===== src/rtl/dual_timer_consts.svh =====
// register offsets, field positions and timing counts of the dual timer
`ifndef DUAL_TIMER_CONSTS_SVH
`define DUAL_TIMER_CONSTS_SVH
`define TMR_ADDR_W        8
`define TMR_OFS_CTRL      8'h88
`define TMR_OFS_MODE      8'h89
`define TMR_OFS_T0L       8'h8A
`define TMR_OFS_T1L       8'h8B
`define TMR_OFS_T0H       8'h8C
`define TMR_OFS_T1H       8'h8D
`define TMR_OFS_CLKOPT    8'hCE
`define TMR_OFS_T2L       8'hCC
`define TMR_OFS_T2H       8'hCD
`define TMR_OFS_T2CTRL    8'hC8
`define TMR_OFS_IRQEN     8'hA8
`define TMR_RESET_VAL     8'h00
`define TMR_CLKOPT_MASK   8'h6F
`define TMR_T2CTRL_MASK   8'hFF
`define TMR_IRQEN_MASK    8'hFF
`define TMR_CTRL_OVF1     7
`define TMR_CTRL_RUN1     6
`define TMR_CTRL_OVF0     5
`define TMR_CTRL_RUN0     4
`define TMR_CTRL_EIRQ1    3
`define TMR_CTRL_ETRG1    2
`define TMR_CTRL_EIRQ0    1
`define TMR_CTRL_ETRG0    0
`define TMR_MODE_GATE1    7
`define TMR_MODE_CSEL1    6
`define TMR_MODE_GATE0    3
`define TMR_MODE_CSEL0    2
`define TMR_OPT_SRC1      6
`define TMR_OPT_SRC0      5
`define TMR_OPT_PRE1      3
`define TMR_OPT_PRE0      2
`define TMR_OPT_CMP1      1
`define TMR_OPT_CMP0      0
`define TMR_T2_OVF        7
`define TMR_T2_EXF        6
`define TMR_T2_RXCLK      5
`define TMR_T2_TXCLK      4
`define TMR_T2_RUN        2
`define TMR_T2_CSEL       1
`define TMR_T2_CPRL       0
`define TMR_IRQEN_T2      5
`define TMR_PRESCALE_DIV  12
`define TMR_SYS_HZ        125000000
`define TMR_SLOW_HZ       32768
`define TMR_SLOW_HALF     (`TMR_SYS_HZ / (2 * `TMR_SLOW_HZ))
`endif


===== src/rtl/dual_timer_pkg.sv =====
// types shared by the dual timer design
package dual_timer_pkg;
    typedef enum logic [1:0] {
        MODE_13BIT  = 2'b00,
        MODE_16BIT  = 2'b01,
        MODE_RELOAD = 2'b10,
        MODE_SPLIT  = 2'b11
    } timer_mode_e;
    typedef enum logic [1:0] {
        T2_CAPTURE = 2'b00,
        T2_RELOAD  = 2'b01,
        T2_BAUD    = 2'b11,
        T2_CLKOUT  = 2'b10
    } t2_mode_e;
    typedef struct packed {
        logic [7:0] dat;
        logic [7:0] adr;
        logic       we;
        logic       sel;
        logic       cyc;
        logic       stb;
    } wb_req_s;
    typedef struct packed {
        logic       gate;
        logic       csel;
        logic [1:0] mode;
    } timer_cfg_s;
endpackage


===== src/rtl/dual_timer_counter_regs.sv =====
// two classic timer/counters plus a timer2 count, behind a wishbone slave
//
// Decided for this implementation: the Wishbone slave port.
`timescale 1ns/1ps
`include "dual_timer_consts.svh"
module dual_timer_counter_regs #(
    parameter int PRESCALE_DIV = `TMR_PRESCALE_DIV,
    parameter int SLOW_HALF    = `TMR_SLOW_HALF
) (
    // clock and reset
    input  wire logic       clk_i,
    input  wire logic       rst_i,
    // wishbone slave
    input  wire logic       cyc_i,
    input  wire logic       stb_i,
    input  wire logic       we_i,
    input  wire logic [7:0] adr_i,
    input  wire logic [3:0] sel_i,
    input  wire logic [7:0] dat_i,
    output logic      [7:0] dat_o,
    output logic            ack_o,
    // external pins
    input  wire logic       ext_irq0_pin_i,
    input  wire logic       ext_irq1_pin_i,
    input  wire logic       timer0_pin_i,
    input  wire logic       timer1_pin_i,
    input  wire logic       timer2_pin_i,
    output logic            timer0_pin_o,
    output logic            timer0_pin_oe_o,
    output logic            timer1_pin_o,
    output logic            timer1_pin_oe_o,
    // interrupt requests and timer1 overflow
    output logic            timer0_irq_o,
    output logic            timer1_irq_o,
    output logic            timer2_irq_o,
    output logic            timer1_overflow_o
);
    // ****************************************************************
    // register state
    // ****************************************************************
    logic [7:0] ctrl_reg;
    logic [7:0] mode_reg;
    logic [7:0] opt_reg;
    logic [7:0] t0l_reg, t0h_reg, t1l_reg, t1h_reg;
    logic [7:0] t2l_reg, t2h_reg, t2ctrl_reg, irqen_reg;
    logic [7:0] dat_next;

    dual_timer_pkg::wb_req_s    req;
    dual_timer_pkg::timer_cfg_s cfg0, cfg1;
    dual_timer_pkg::t2_mode_e   t2_mode;

    assign req  = '{dat: dat_i, adr: adr_i, we: we_i, sel: sel_i[0],
                    cyc: cyc_i, stb: stb_i};
    assign cfg0 = '{gate: mode_reg[`TMR_MODE_GATE0],
                    csel: mode_reg[`TMR_MODE_CSEL0], mode: mode_reg[1:0]};
    assign cfg1 = '{gate: mode_reg[`TMR_MODE_GATE1],
                    csel: mode_reg[`TMR_MODE_CSEL1], mode: mode_reg[5:4]};

    // write strobe: one per access, on the cycle ack rises
    logic wr_en;
    assign wr_en = req.cyc && req.stb && req.we && req.sel && !ack_o;

    function automatic logic wr_hit(input logic [7:0] ofs);
        return wr_en && (req.adr == ofs);
    endfunction

    // ****************************************************************
    // pin synchronisers
    // ****************************************************************
    // three stages; a change counts once stages two and three agree
    logic [4:0] sync1_reg, sync2_reg, sync3_reg, pin_reg;
    always_ff @(posedge clk_i) begin
        if (rst_i) begin
            sync1_reg <= 5'h1F;
            sync2_reg <= 5'h1F;
            sync3_reg <= 5'h1F;
            pin_reg   <= 5'h1F;
        end else begin
            sync1_reg <= {timer2_pin_i, timer1_pin_i, timer0_pin_i,
                          ext_irq1_pin_i, ext_irq0_pin_i};
            sync2_reg <= sync1_reg;
            sync3_reg <= sync2_reg;
            for (int i = 0; i < 5; i++) begin
                if (sync2_reg[i] == sync3_reg[i]) begin
                    pin_reg[i] <= sync3_reg[i];
                end
            end
        end
    end
    logic [4:0] pin_last_reg;
    always_ff @(posedge clk_i) begin
        if (rst_i) begin
            pin_last_reg <= 5'h1F;
        end else begin
            pin_last_reg <= pin_reg;
        end
    end
    logic [4:0] pin_fall;
    assign pin_fall = pin_last_reg & ~pin_reg;

    // ****************************************************************
    // time bases
    // ****************************************************************
    logic [3:0]  pre_cnt_reg;
    logic        pre_tick;
    logic [15:0] slow_cnt_reg;
    logic        slow_clk_reg, slow_last_reg;
    logic        slow_tick;
    assign pre_tick = (pre_cnt_reg == 4'(PRESCALE_DIV - 1));
    always_ff @(posedge clk_i) begin
        if (rst_i || pre_tick) begin
            pre_cnt_reg <= 4'h0;
        end else begin
            pre_cnt_reg <= pre_cnt_reg + 4'h1;
        end
    end
    // slow 32.768kHz tick, approximated from the system clock
    always_ff @(posedge clk_i) begin
        if (rst_i) begin
            slow_cnt_reg  <= 16'h0000;
            slow_clk_reg  <= 1'b0;
            slow_last_reg <= 1'b0;
        end else begin
            slow_last_reg <= slow_clk_reg;
            if (slow_cnt_reg == 16'(SLOW_HALF - 1)) begin
                slow_cnt_reg <= 16'h0000;
                slow_clk_reg <= ~slow_clk_reg;
            end else begin
                slow_cnt_reg <= slow_cnt_reg + 16'h0001;
            end
        end
    end
    assign slow_tick = slow_clk_reg && !slow_last_reg;

    // timer tick: source, then prescale selection
    function automatic logic timer_tick(input logic src, input logic pre);
        if (src) begin
            return slow_tick;
        end
        return pre ? 1'b1 : pre_tick;
    endfunction

    // ****************************************************************
    // count enables
    // ****************************************************************
    logic split;
    logic en0, en1, en0h;
    assign split = (cfg0.mode == dual_timer_pkg::MODE_SPLIT);
    assign en0 = ctrl_reg[`TMR_CTRL_RUN0]
               && (!cfg0.gate || pin_reg[0])
               && (cfg0.csel ? pin_fall[2]
                   : timer_tick(opt_reg[`TMR_OPT_SRC0],
                                opt_reg[`TMR_OPT_PRE0]));
    assign en0h = split && ctrl_reg[`TMR_CTRL_RUN1]
               && timer_tick(opt_reg[`TMR_OPT_SRC0], opt_reg[`TMR_OPT_PRE0]);
    // timer1 runs by its mode alone while timer0 is split
    assign en1 = split
        ? (cfg1.mode != dual_timer_pkg::MODE_SPLIT)
          && timer_tick(opt_reg[`TMR_OPT_SRC1], opt_reg[`TMR_OPT_PRE1])
        : ctrl_reg[`TMR_CTRL_RUN1]
          && (!cfg1.gate || pin_reg[1])
          && (cfg1.csel ? pin_fall[3]
              : timer_tick(opt_reg[`TMR_OPT_SRC1],
                           opt_reg[`TMR_OPT_PRE1]));

    // ****************************************************************
    // counter step shared by both timers
    // ****************************************************************
    // returns {overflow, high, low}
    function automatic logic [16:0] step(input logic [1:0] md,
                                         input logic [7:0] lo,
                                         input logic [7:0] hi);
        logic [13:0] c13;
        logic [16:0] c16;
        logic [8:0]  c8;
        c13 = 14'h0000;
        c16 = 17'h00000;
        c8  = 9'h000;
        case (md)
            2'b00: begin
                c13 = {1'b0, hi, lo[4:0]} + 14'h0001;
                return {c13[13], c13[12:5], lo[7:5], c13[4:0]};
            end
            2'b01: begin
                c16 = {1'b0, hi, lo} + 17'h00001;
                return c16;
            end
            2'b10: begin
                c8 = {1'b0, lo} + 9'h001;
                return {c8[8], hi, c8[8] ? hi : c8[7:0]};
            end
            default: begin
                c8 = {1'b0, lo} + 9'h001;
                return {c8[8], hi, c8[7:0]};
            end
        endcase
    endfunction

    logic [16:0] s0, s1;
    logic [8:0]  s0h;
    logic        ovf0, ovf0h, ovf1;
    assign s0    = step(cfg0.mode, t0l_reg, t0h_reg);
    assign s1    = step((cfg1.mode == dual_timer_pkg::MODE_SPLIT)
                        ? dual_timer_pkg::MODE_16BIT : cfg1.mode,
                        t1l_reg, t1h_reg);
    assign s0h   = {1'b0, t0h_reg} + 9'h001;
    assign ovf0  = en0 && s0[16];
    assign ovf0h = en0h && s0h[8];
    assign ovf1  = en1 && s1[16];

    // ****************************************************************
    // count registers
    // ****************************************************************
    // byte access; a write wins over a count in the same cycle
    always_ff @(posedge clk_i) begin
        if (rst_i) begin
            t0l_reg <= `TMR_RESET_VAL;
            t0h_reg <= `TMR_RESET_VAL;
        end else begin
            if (en0) begin
                t0l_reg <= s0[7:0];
                if (!split) begin
                    t0h_reg <= s0[15:8];
                end
            end
            if (en0h) begin
                t0h_reg <= s0h[7:0];
            end
            if (wr_hit(`TMR_OFS_T0L)) begin
                t0l_reg <= req.dat;
            end
            if (wr_hit(`TMR_OFS_T0H)) begin
                t0h_reg <= req.dat;
            end
        end
    end
    always_ff @(posedge clk_i) begin
        if (rst_i) begin
            t1l_reg <= `TMR_RESET_VAL;
            t1h_reg <= `TMR_RESET_VAL;
        end else begin
            if (en1) begin
                t1l_reg <= s1[7:0];
                t1h_reg <= s1[15:8];
            end
            if (wr_hit(`TMR_OFS_T1L)) begin
                t1l_reg <= req.dat;
            end
            if (wr_hit(`TMR_OFS_T1H)) begin
                t1h_reg <= req.dat;
            end
        end
    end

    // ****************************************************************
    // control, mode and option registers
    // ****************************************************************
    logic set0, set1;
    assign set0 = ovf0;
    // timer1 flag from split high byte
    assign set1 = split ? ovf0h : ovf1;
    // hardware set wins over software clear
    // external irq bits stored as written
    always_ff @(posedge clk_i) begin
        if (rst_i) begin
            ctrl_reg <= `TMR_RESET_VAL;
        end else begin
            if (wr_hit(`TMR_OFS_CTRL)) begin
                ctrl_reg <= req.dat;
            end
            if (set0) begin
                ctrl_reg[`TMR_CTRL_OVF0] <= 1'b1;
            end
            if (set1) begin
                ctrl_reg[`TMR_CTRL_OVF1] <= 1'b1;
            end
        end
    end
    always_ff @(posedge clk_i) begin
        if (rst_i) begin
            mode_reg   <= `TMR_RESET_VAL;
            opt_reg    <= `TMR_RESET_VAL;
            irqen_reg  <= `TMR_RESET_VAL;
        end else begin
            if (wr_hit(`TMR_OFS_MODE)) begin
                mode_reg <= req.dat;
            end
            if (wr_hit(`TMR_OFS_CLKOPT)) begin
                opt_reg <= req.dat & `TMR_CLKOPT_MASK;
            end
            if (wr_hit(`TMR_OFS_IRQEN)) begin
                irqen_reg <= req.dat;
            end
        end
    end

    // ****************************************************************
    // timer2 count
    // ****************************************************************
    // mode from receive, transmit and capture/reload bits
    always_comb begin
        if (t2ctrl_reg[`TMR_T2_RXCLK] || t2ctrl_reg[`TMR_T2_TXCLK]) begin
            t2_mode = dual_timer_pkg::T2_BAUD;
        end else if (t2ctrl_reg[`TMR_T2_CPRL]) begin
            t2_mode = dual_timer_pkg::T2_CAPTURE;
        end else begin
            t2_mode = dual_timer_pkg::T2_RELOAD;
        end
    end
    logic        en2;
    logic [16:0] s2;
    assign en2 = t2ctrl_reg[`TMR_T2_RUN]
               && (t2ctrl_reg[`TMR_T2_CSEL] ? pin_fall[4] : 1'b1);
    assign s2  = {1'b0, t2h_reg, t2l_reg} + 17'h00001;
    always_ff @(posedge clk_i) begin
        if (rst_i) begin
            t2l_reg <= `TMR_RESET_VAL;
            t2h_reg <= `TMR_RESET_VAL;
        end else begin
            if (en2) begin
                t2l_reg <= s2[7:0];
                t2h_reg <= s2[15:8];
            end
            if (wr_hit(`TMR_OFS_T2L)) begin
                t2l_reg <= req.dat;
            end
            if (wr_hit(`TMR_OFS_T2H)) begin
                t2h_reg <= req.dat;
            end
        end
    end
    // overflow flag in capture and reload modes; baud overflows raise none
    always_ff @(posedge clk_i) begin
        if (rst_i) begin
            t2ctrl_reg <= `TMR_RESET_VAL;
        end else begin
            if (wr_hit(`TMR_OFS_T2CTRL)) begin
                t2ctrl_reg <= req.dat & `TMR_T2CTRL_MASK;
            end
            if (en2 && s2[16] && t2_mode != dual_timer_pkg::T2_BAUD) begin
                t2ctrl_reg[`TMR_T2_OVF] <= 1'b1;
            end
        end
    end

    // ****************************************************************
    // pin outputs and interrupt requests
    // ****************************************************************
    // compare toggles pin in timer mode
    always_ff @(posedge clk_i) begin
        if (rst_i) begin
            timer0_pin_o    <= 1'b0;
            timer0_pin_oe_o <= 1'b0;
            timer1_pin_o    <= 1'b0;
            timer1_pin_oe_o <= 1'b0;
        end else begin
            timer0_pin_oe_o <= opt_reg[`TMR_OPT_CMP0] && !cfg0.csel;
            timer1_pin_oe_o <= opt_reg[`TMR_OPT_CMP1] && !cfg1.csel;
            if (ovf0 && opt_reg[`TMR_OPT_CMP0] && !cfg0.csel) begin
                timer0_pin_o <= ~timer0_pin_o;
            end
            if (ovf1 && opt_reg[`TMR_OPT_CMP1] && !cfg1.csel) begin
                timer1_pin_o <= ~timer1_pin_o;
            end
        end
    end
    always_ff @(posedge clk_i) begin
        if (rst_i) begin
            timer0_irq_o      <= 1'b0;
            timer1_irq_o      <= 1'b0;
            timer2_irq_o      <= 1'b0;
            timer1_overflow_o <= 1'b0;
        end else begin
            timer0_irq_o      <= ctrl_reg[`TMR_CTRL_OVF0];
            timer1_irq_o      <= ctrl_reg[`TMR_CTRL_OVF1];
            timer2_irq_o      <= irqen_reg[`TMR_IRQEN_T2]
                              && (t2ctrl_reg[`TMR_T2_OVF]
                                  || t2ctrl_reg[`TMR_T2_EXF]);
            timer1_overflow_o <= ovf1; // baud source even when split
        end
    end

    // ****************************************************************
    // wishbone read and acknowledge
    // ****************************************************************
    // unmapped offsets read zero and still acknowledge
    always_comb begin
        case (req.adr)
            `TMR_OFS_CTRL:   dat_next = ctrl_reg;
            `TMR_OFS_MODE:   dat_next = mode_reg;
            `TMR_OFS_T0L:    dat_next = t0l_reg;
            `TMR_OFS_T1L:    dat_next = t1l_reg;
            `TMR_OFS_T0H:    dat_next = t0h_reg;
            `TMR_OFS_T1H:    dat_next = t1h_reg;
            `TMR_OFS_CLKOPT: dat_next = opt_reg;
            `TMR_OFS_T2L:    dat_next = t2l_reg;
            `TMR_OFS_T2H:    dat_next = t2h_reg;
            `TMR_OFS_T2CTRL: dat_next = t2ctrl_reg;
            `TMR_OFS_IRQEN:  dat_next = irqen_reg;
            default:         dat_next = 8'h00;
        endcase
    end
    always_ff @(posedge clk_i) begin
        if (rst_i) begin
            ack_o <= 1'b0;
            dat_o <= 8'h00;
        end else begin
            ack_o <= req.cyc && req.stb && !ack_o;
            dat_o <= dat_next;
        end
    end
endmodule // dual_timer_counter_regs


===== config.mk =====
export PLATFORM = sky130hd
export DESIGN_NAME = dual_timer_counter_regs
export DESIGN_NICKNAME = d
export VERILOG_FILES = /design/src/rtl/dual_timer_pkg.sv /design/src/rtl/dual_timer_counter_regs.sv
export VERILOG_INCLUDE_DIRS = /design/src /design/src/rtl
export SDC_FILE = /design/constraint.sdc
export NUM_CORES = 1
export LEC_CHECK = 0
export BUFFER_PORTS_ARGS = -buffer_cell sky130_fd_sc_hd__buf_2
export CORE_MARGIN = 5
export CORE_UTILIZATION = 35
export DETAILED_ROUTE_END_ITERATION = 10
export PLACE_DENSITY = 0.52
export SYNTH_ARGS = -nofsm -noshare
export SYNTH_HDL_FRONTEND = slang
export SYNTH_SLANG_ARGS = --single-unit
export TNS_END_PERCENT = 10

===== constraint.sdc =====
create_clock -name clk_i -period 3.6 [get_ports clk_i]
set_input_delay 0 -clock clk_i [delete_from_list [all_inputs] [get_ports clk_i]]
set_output_delay 0 -clock clk_i [all_outputs]
set_load 0.02 [all_outputs]

# ---- After elaboration in Yosys (flattened, before gate mapping)
# Index checks and enable logic that the tools add are counted.
dict set report word_totals {
  wordCells 191
  output_inout_bits 17
  input_bits 30
  regBits 150
}
dict set report classes {
  mux 40
  n_reduce_logical 66
  n_eq_ne 31
  n_addsub 10
  n_bitwise 5
}
# cell count
set op_table {}
lappend op_table {{$mux 8} 18}
lappend op_table {{$pmux 17 s3} 2}
lappend op_table {{$eq 8x8->1 const B} 11}
lappend op_table {{$pmux 8 s11} 1}
lappend op_table {{$add 16x1->17 const B} 3}
lappend op_table {{$logic_and 1x1->1} 37}
lappend op_table {{$add 13x1->14 const B} 2}
lappend op_table {{$add 8x1->9 const B} 3}
lappend op_table {{$mux 1} 17}
lappend op_table {{$add 16x1->16 const B} 1}
lappend op_table {{$eq 16x11->1 const B} 1}
lappend op_table {{$reduce_bool 2->1} 8}
lappend op_table {{$ne 2x2->1 const B} 5}
lappend op_table {{$eq 2x2->1 const B} 4}
lappend op_table {{$logic_not 1->1} 6}
lappend op_table {{$reduce_bool 3->1} 2}
lappend op_table {{$and 5x5->5} 1}
lappend op_table {{$eq 1x1->1} 5}
lappend op_table {{$logic_or 1x1->1} 5}
lappend op_table {{$not 5->5} 1}
lappend op_table {{$add 4x1->4 const B} 1}
lappend op_table {{$eq 2x1->1 const B} 2}
lappend op_table {{$eq 4x4->1 const B} 1}
lappend op_table {{$logic_not 2->1} 2}
lappend op_table {{9 further kinds} 13}

# ---- Logic depth before layout (Yosys ltp)
# Gate-level depths: netlist (run 1).
dict set report depth {
  depth_word 10
  depth_mapped 9
}

# ---- Worst setup path after synthesis (run 1)
# OpenSTA, ideal clock, no wires.
dict set report synth_timing {
  kind {reg-to-reg}
  start {reg pre_cnt_reg[0]}
  end {reg t1l_reg[7]}
  setup_time_ps 91
  synth_period_minus_slack_ps 2127
  path_slack_ps 1473
  t_arrival_ps 2036
  required_time_ps 3509
  stages_incl_launch_ff 9
  path_cell_list {dfxtp_1 ha_1 and3b_1 buf_4 o2bb2ai_2 a211o_1 and2_4 or4_1 a311oi_1}
}
dict set report synth_between {
  elab_chain_len 8
  elab_cells_between_ends 9
  cone_classes {eq/ne (1); mux (4); reduce/logical (4)}
}
# element line
set synth_rtl {}
lappend synth_rtl {{start: declaration} dual_timer_counter_regs.sv:104} ;# logic [3:0] pre_cnt_reg;
lappend synth_rtl {{start signal: assignment} dual_timer_counter_regs.sv:114} ;# pre_cnt_reg <= pre_cnt_reg + 4'h1;
lappend synth_rtl {{$eq 4x4->1 *} dual_timer_counter_regs.sv:109} ;# assign pre_tick = (pre_cnt_reg == 4'(PRESCALE_DIV - 1));
lappend synth_rtl {{$mux 1 * (2 in a row)} dual_timer_counter_regs.sv:140} ;# return pre ? 1'b1 : pre_tick;
lappend synth_rtl {{$mux 1} dual_timer_counter_regs.sv:162} ;# && (cfg1.csel ? pin_fall[3]
lappend synth_rtl {{$logic_and 1x1->1} dual_timer_counter_regs.sv:160} ;# : ctrl_reg[`TMR_CTRL_RUN1]
lappend synth_rtl {{$mux 1 *} dual_timer_counter_regs.sv:157} ;# assign en1 = split
lappend synth_rtl {{$reduce_bool 2->1 (no source line) *} n/a}
lappend synth_rtl {{$reduce_and 2->1 (no source line) *} n/a}
lappend synth_rtl {{end signal: assignment} dual_timer_counter_regs.sv:239} ;# t1l_reg <= `TMR_RESET_VAL;
lappend synth_rtl {{end signal: assignment} dual_timer_counter_regs.sv:243} ;# t1l_reg <= s1[7:0];
lappend synth_rtl {{end signal: assignment} dual_timer_counter_regs.sv:247} ;# t1l_reg <= req.dat;
lappend synth_rtl {{end: declaration} dual_timer_counter_regs.sv:44} ;# logic [7:0] t0l_reg, t0h_reg, t1l_reg, t1h_reg;
# Mark *: on every way between the ends. The rest lies on a longest branch, timed or not.
# A chain may end at the register's enable or synchronous reset.

# ---- Worst setup path after layout (run 1)
dict set report layout_timing {
  start {reg mode_reg[0]}
  end {reg t1h_reg[0]}
}
dict set report layout_between {
  elab_chain_len 4
}
# element line
set layout_rtl {}
lappend layout_rtl {{start: declaration} dual_timer_counter_regs.sv:42} ;# logic [7:0] mode_reg;
lappend layout_rtl {{start signal: assignment} dual_timer_counter_regs.sv:281} ;# mode_reg <= `TMR_RESET_VAL;
lappend layout_rtl {{start signal: assignment} dual_timer_counter_regs.sv:286} ;# mode_reg <= req.dat;
lappend layout_rtl {{$eq 2x2->1} dual_timer_counter_regs.sv:148} ;# assign split = (cfg0.mode == dual_timer_pkg::MODE_SPLIT);
lappend layout_rtl {{$mux 1} dual_timer_counter_regs.sv:157}
lappend layout_rtl {{$reduce_bool 2->1 (no source line)} n/a}
lappend layout_rtl {{$reduce_and 3->1 (no source line)} n/a}
lappend layout_rtl {{end signal: assignment} dual_timer_counter_regs.sv:240} ;# t1h_reg <= `TMR_RESET_VAL;
lappend layout_rtl {{end signal: assignment} dual_timer_counter_regs.sv:244} ;# t1h_reg <= s1[15:8];
lappend layout_rtl {{end signal: assignment} dual_timer_counter_regs.sv:250} ;# t1h_reg <= req.dat;
lappend layout_rtl {{end: declaration} dual_timer_counter_regs.sv:44}
# No other way between the ends.

==> results of run 1 <==
worst max-delay path, stage by stage, from the launching register on:
cell and delay, ns:
dfxtp_1 0.77, nand2_1 0.21, a21boi_0 0.22, a221o_1 0.56, o21ai_0 0.20, a221oi_1 0.29, a211oi_1 0.08
stage by stage:
stage / hold slack (ns) / cells
after global placement: 0.1870 / 1258
after CTS: 0.001465 / 1299
after floorplan: 0.1038 / 991
after global routing: 0.01684 / 1299
after detailed placement: 0.1856 / 1258
final: 0.02031 / 1300
final cells by class:
cell class	instances	area, um^2
antenna	1	2.502
clock buffer	20	456.7
clock inverter	11	175.2
fill	2312	13490
inverter	14	52.55
multi-input combinational	760	4702
sequential	148	2963
tap	285	356.6
timing repair buffer	61	377.9
kinds of logic (layout without fill, tap and decap cells):
| logic type | Yosys count | in the layout |
|---|---|---|
| other | 0 | 1 |
| buffers and inverters | 83 | 106 |
| AOI/OAI and AO/OA | 253 | 253 |
| muxes | 38 | 38 |
| DFF | 148 | 148 |
| and+or+nand+nor | 429 | 429 |
| adders and majority gates | 7 | 7 |
| xor gates and xnor gates | 33 | 33 |
layout by cell type (no fill, tap or decap), types with 5 or more instances in the layout:
master and count:
a211o_1 5, o22ai_1 6, and2_1 11, mux2i_1 26, or3_1 6, nor2_1 105
inv_1 14, clkbuf_16 17, nor3_1 18, a21oi_1 70, buf_2 42, nor4_1 7
and3_1 13, dfxtp_1 148, a221oi_1 6, o21bai_1 8, a211oi_1 25, nor3b_1 7
o211ai_1 6, nand2_1 102, buf_4 9, and4_1 5, xor2_1 19, dlygate4sd3_1 10
nand3_1 63, a31oi_1 16, nand3b_1 6, o21ai_0 31, a311oi_1 11, mux2_2 8
xnor2_1 14, or4_1 6, a22oi_1 15, or2_2 23, nand4_1 12, nand2b_1 12
nor2b_1 14, ha_1 7
power by group:
part / switching (mW) / leakage (nW) / total, mW / internal (mW)
sequential: 0.0197 / 1.20 / 1.67 / 1.66
clock: 0.739 / 0.303 / 1.94 / 1.20
combinational: 0.113 / 1.49 / 0.169 / 0.0567
routing by layer:
layer | global-route usage | vias up | wire [um]
met4 | 0.05700 | 0 | 499
li1 | - | 3640 | -
met1 | 0.2947 | 3621 | 12940
met3 | 0.03292 | 34 | 1509
met2 | 0.2964 | 244 | 11330
met5 | 0 | - | 0
worst paths after layout:
check | slack, ns | to | cells past startpoint | startpoint
min | 0.02 | t0l_reg[4] | 3 | dat_i[4]
max reg2reg | 1.11 | t1h_reg[0] | 6 | mode_reg[0]
max | 1.11 | t1h_reg[0] | 6 | mode_reg[0]
min reg2reg | 0.40 | sync2_reg[1] | 1 | sync1_reg[1]
==> key figures, run 1 <==
Route
  • DR DRC count: 0
  • Per-cell routed wire length: 20.22 um
  • DR vias: 7539
  • Final wirelength: 26280 um
  • Vias per cell: 5.799
  • Drt pass-1 iters: 5
  • Drt first-iter violations: 806
  • Final ANT Viol Nets: 0

Layout
  • Final nets: 1039
  • Layout cells sized above 1: 0.1262
  • Max reg flops: 16
  • Finished layout cell area: 9086 um^2
  • Area grow syn2layout: 13.63%
  • Post-layout util: 0.4026

Yosys
  • EDFF count, synth: 0
  • Cell accounting for the most synthesized area: dfxtp_1
  • Post-Syn Nets: 1028
  • Largest family of logic cells by synthesized area: simple AND/OR/NAND/NOR gates
  • Main synth FF type: dfxtp_1
  • Cell area after synthesis: 7996 um^2
  • Synth area leaders: dfxtp_1 (37%), nor2_1 (4.9%), nand2_1 (4.8%)
  • FFs w/ async S/R, synth: 0
  • Number of synthesized register bits: 148
  • Yosys top cell area share: 0.3705
  • Count leader, synth: dfxtp_1
  • Mapped Cells: 991
  • Mux share of post-synthesis cell area: 0.05508
  • Synth Area in Compound Gates: 0.2142
  • List of most frequent post-synthesis cells: dfxtp_1 (148), nor2_1 (105), nand2_1 (102), a21oi_1 (70), nand3_1 (63)
  • Fraction of the mapped netlist area in simple logic gates: 0.2716
  • Post-Synth Adder-Cell Area: 0.01095
  • Syn Area/Cell: 8.069 um^2
  • Post-synthesis sequential area ratio: 0.3705
  • Post-Synth XOR/XNOR Area: 0.03614
  • Yosys warns: 0
  • Post-synth cell types: 80

Global route
  • GRT Overall Usage: 0.1986
  • Global-route wire length before repair: 40620 um
  • Initial antenna violation count: 0
  • Vias in the first global route: 6857
  • Total congestion overflow: 0
  • Largest net degree at the start of global routing: 59

STA
  • Setup repair after global routing missed its margin: no
  • F_max: 401.4 MHz
  • Final worst slack: 1.109 ns
  • Worst Tran Pin Value: 1.147 ns
  • Count of final hold-check violations: 0
  • Fin crit share: 0.6921
  • Tmin final: 2.491 ns
  • Clk_skew: 0.01184 ns
  • Worst slew margin: 0.2280
  • Setup TNS: 0 ns
  • Final slew viol count: 0
  • Final setup viols: 0

CTS
  • Clock Latency Late Sink: 0.43 ns
  • Hold_buf cts: 10
  • TritonCTS clock tree: done
  • Setup repair bufs after CTS: 0
  • CTS max path bufs: 2
  • Post_cts resized: 0
  • CTS H-tree lvls: 4
  • Clk slew on worst S/H paths: 0.06 ns
  • CTS buffer count: 17
  • Clk sinks: 148
  • Clk root buf: clkbuf_16

Place
  • Area after DPL: 8352 um^2
  • Setup WS pre-CTS: 1.135 ns
  • DP HPWL: 18180 um
  • Port Buf Inserts: 43
  • Gp weighted congestion: 0.9247

Setup path
  • Setup crit start kind: flop
  • Critical Path Fanout Max: 18
  • Worst EP arrival: 2.76 ns
  • CP endpoint kind: flop
  • Setup Crit Path Kind: flop to flop
  • Data required time of the worst path: 3.87 ns

Power
  • Leak Pwr: 2.990 nW
  • Power Dens Cells: 416.2 nW/um^2
  • Peak supply drop: 0.2501 mV
  • Total Power: 3.782 mW

Die
  • Row count: 55
  • Core area: 22570 um^2
  • Die Width: 161.2 um
  • Die ar.: 25970 um^2
  • Initial Utilization: 0.3543
  • Die boundary height: 161.2 um
  • Num ports: 47

Flow run
  • Max-cap check violation count: 0

Run status
  • Status: finished clean

Hold path
  • HP Class: primary input to flop
(Power assumes the default switching activity.)
==> run 2: changes to the inputs <==
- PLACE_DENSITY: 0.52 -> 0.54
- clock period: 3.6 -> 2.1 ns (I/O delays scaled with it)
==> run 2 against run 1 <==
Net effect: the run now ends with setup timing left; maximum frequency increased by 19%; final cell count up 7.2%; clock power up 52%; first-iteration DRC count decreased by 12%; die area stayed put; sequential share of layout area down 2.4 points; sequential cell count did not move; largest power group unchanged; highest routed layer unchanged.
==> key figures, run 2 (same netlist as run 1, synthesis figures left out) <==
CTS
  • Clk sinks: 148 (unchanged)
  • CTS max path bufs: 2 (unchanged)
  • TritonCTS clock tree: done
  • Clk root buf: clkbuf_16
  • Clk slew on worst S/H paths: 0.06 ns (about the same)
  • CTS buffer count: 17 (unchanged)
  • Clock Latency Late Sink: 0.43 ns (about the same)
  • CTS H-tree lvls: 4 (unchanged)

Die
  • Initial Utilization: 0.3543 (unchanged)
  • Row count: 55 (unchanged)
  • Die Width: 161.2 um (unchanged)
  • Core area: 22570 um^2 (unchanged)
  • Num ports: 47 (unchanged)
  • Die boundary height: 161.2 um (unchanged)
  • Die ar.: 25970 um^2 (unchanged)

STA
  • Fin crit share: 1.001 (+0.3090)
  • Count of final hold-check violations: 0 (unchanged)
  • Worst Hold Slack: 0.02890 ns (+0.008588 ns)
  • F_max: 475.7 MHz (+19%)
  • Worst slew margin: 0.4964 (+0.2684)
  • Final worst slack: -0.002250 ns (-1.111 ns)
  • Setup repair after global routing missed its margin: yes
  • Clk_skew: 0.01580 ns (+0.003959 ns)
  • Final setup viols: 1 (+1)
  • Final slew viol count: 0 (unchanged)
  • Worst Tran Pin Value: 0.7538 ns (-0.3936 ns)
  • Tmin final: 2.102 ns (-0.3892 ns)

Route
  • Vias per cell: 5.716 (-1.4%)
  • Per-cell routed wire length: 19.43 um (-3.9%)
  • Drt pass-1 iters: 5 (unchanged)
  • DR DRC count: 0 (unchanged)
  • DR vias: 7962 (+5.6%)
  • Final wirelength: 27060 um (+3.0%)
  • Final ANT Viol Nets: 0 (unchanged)
  • Drt first-iter violations: 706 (-12%)

Global route
  • Global-route wire length before repair: 42280 um (+4.1%)
  • Total congestion overflow: 0 (unchanged)
  • Vias in the first global route: 7323 (+6.8%)
  • Initial antenna violation count: 0 (unchanged)
  • GRT Overall Usage: 0.2060 (+0.007391)
  • Largest net degree at the start of global routing: 59 (unchanged)

Power
  • Leak Pwr: 3.462 nW (+16%)
  • Peak supply drop: 0.3476 mV (+39%)
  • Total Power: 6.131 mW (+62%)
  • Power Dens Cells: 623.4 nW/um^2 (+50%)

Setup path
  • Setup crit start kind: flop
  • CP endpoint kind: flop
  • Data required time of the worst path: 2.43 ns (-1.44 ns)
  • Critical Path Fanout Max: 6 (-12)
  • Worst EP arrival: 2.43 ns (-0.33 ns)
  • R2R Path Start: pre_cnt_reg[1]
  • Setup Crit Path Kind: flop to flop
  • Setup crit start: pre_cnt_reg[1]

Place
  • Gp weighted congestion: 0.8889 (-3.9%)
  • Port Buf Inserts: 43 (unchanged)
  • DP HPWL: 19460 um (+7.1%)
  • Area after DPL: 9090 um^2 (+8.8%)

Layout
  • Final nets: 1134 (+9.1%)
  • Finished layout cell area: 9836 um^2 (+8.2%)
  • Commonest non-fill, non-tap cell in the layout: dfxtp_1
  • Fillers: 2269 (-1.9%)
  • Post-layout util: 0.4358 (+0.03320)
  • Commonest cells after routing, fill and taps aside: dfxtp_1 (144), nor2_1 (105), nand2_1 (102), buf_4 (100), a21oi_1 (70)
  • Area grow syn2layout: 23.00%
  • Max reg flops: 16 (unchanged)
  • Layout cells sized above 1: 0.2132 (+0.08696)

Flow run
  • Max-cap check violation count: 0 (unchanged)

Run status
  • Status: complete, but fails checks
  • Failing checks: setup timing

Hold path
  • HP Class: primary input to flop
  • Worst min-delay path startpoint: dat_i[2]
[run 2: final timing paths]
path                                endpoint  slack [ns]  cells after the start
worst max-delay path              t1l_reg[7]      -0.002                      7
worst max register to register    t1l_reg[7]      -0.002                      7
worst min register to register  sync2_reg[4]        0.41                      1
worst min-delay path              t0l_reg[2]        0.03                      3
[run 2: layout make-up]
cell class	count	area, um^2	area share
clock buffers	19	442.9	0.04503
diodes	1	2.502	0.0002544
inverters	14	52.55	0.005343
clock inverters	10	111.4	0.01132
flip-flops and latches	148	2968	0.3017
well taps	285	356.6	0.03625
repair buffers	156	1131	0.1150
multi-input cells	760	4771	0.4851
[run 2: per-layer routing]
| layer | vias to the layer above | wire (um) | GRT usage |
|---|---|---|---|
| met5 | - | 0 | 0 |
| met4 | 0 | 616 | 0.06592 |
| met3 | 44 | 1912 | 0.04210 |
| met2 | 307 | 11700 | 0.3054 |
| met1 | 3771 | 12830 | 0.2996 |
| li1 | 3840 | - | - |
[run 2: repair_timing]
action	in CTS	in global routing
gates resized for setup	2	15
hold buffers	11	0
pin swaps	0	3
buffers inserted	0	1
setup endpoints to repair	2	21
hold endpoints to repair	16	0
[run 2: report_power, final]
| group | total [mW] | internal (mW) | switching, mW |
|---|---|---|---|
| Clock | 2.94 | 1.75 | 1.19 |
| Combinational | 0.329 | 0.121 | 0.209 |
| Sequential | 2.86 | 2.84 | 0.0249 |
| Total | 6.13 | 4.71 | 1.42 |
[run 2: metrics by stage]
step	cells	TNS, ns	setup WS, ns
2_1_floorplan	991	0	0.02498
3_3_place_gp	1351	0	0.009136
3_5_place_dp	1351	-0.01577	-0.01577
4_1_cts	1391	0	0.01044
5_1_grt	1392	-0.1507	-0.08226
6_report	1393	-0.002250	-0.002250
[run 2: critical path: stages, from the launching register on]
cell,delay (ns)
dfxtp_2,0.35
ha_4,0.13
and3b_2,0.24
o2bb2ai_4,0.09
a211o_1,0.27
and2_4,0.16
or4_4,0.51
a311oi_2,0.26
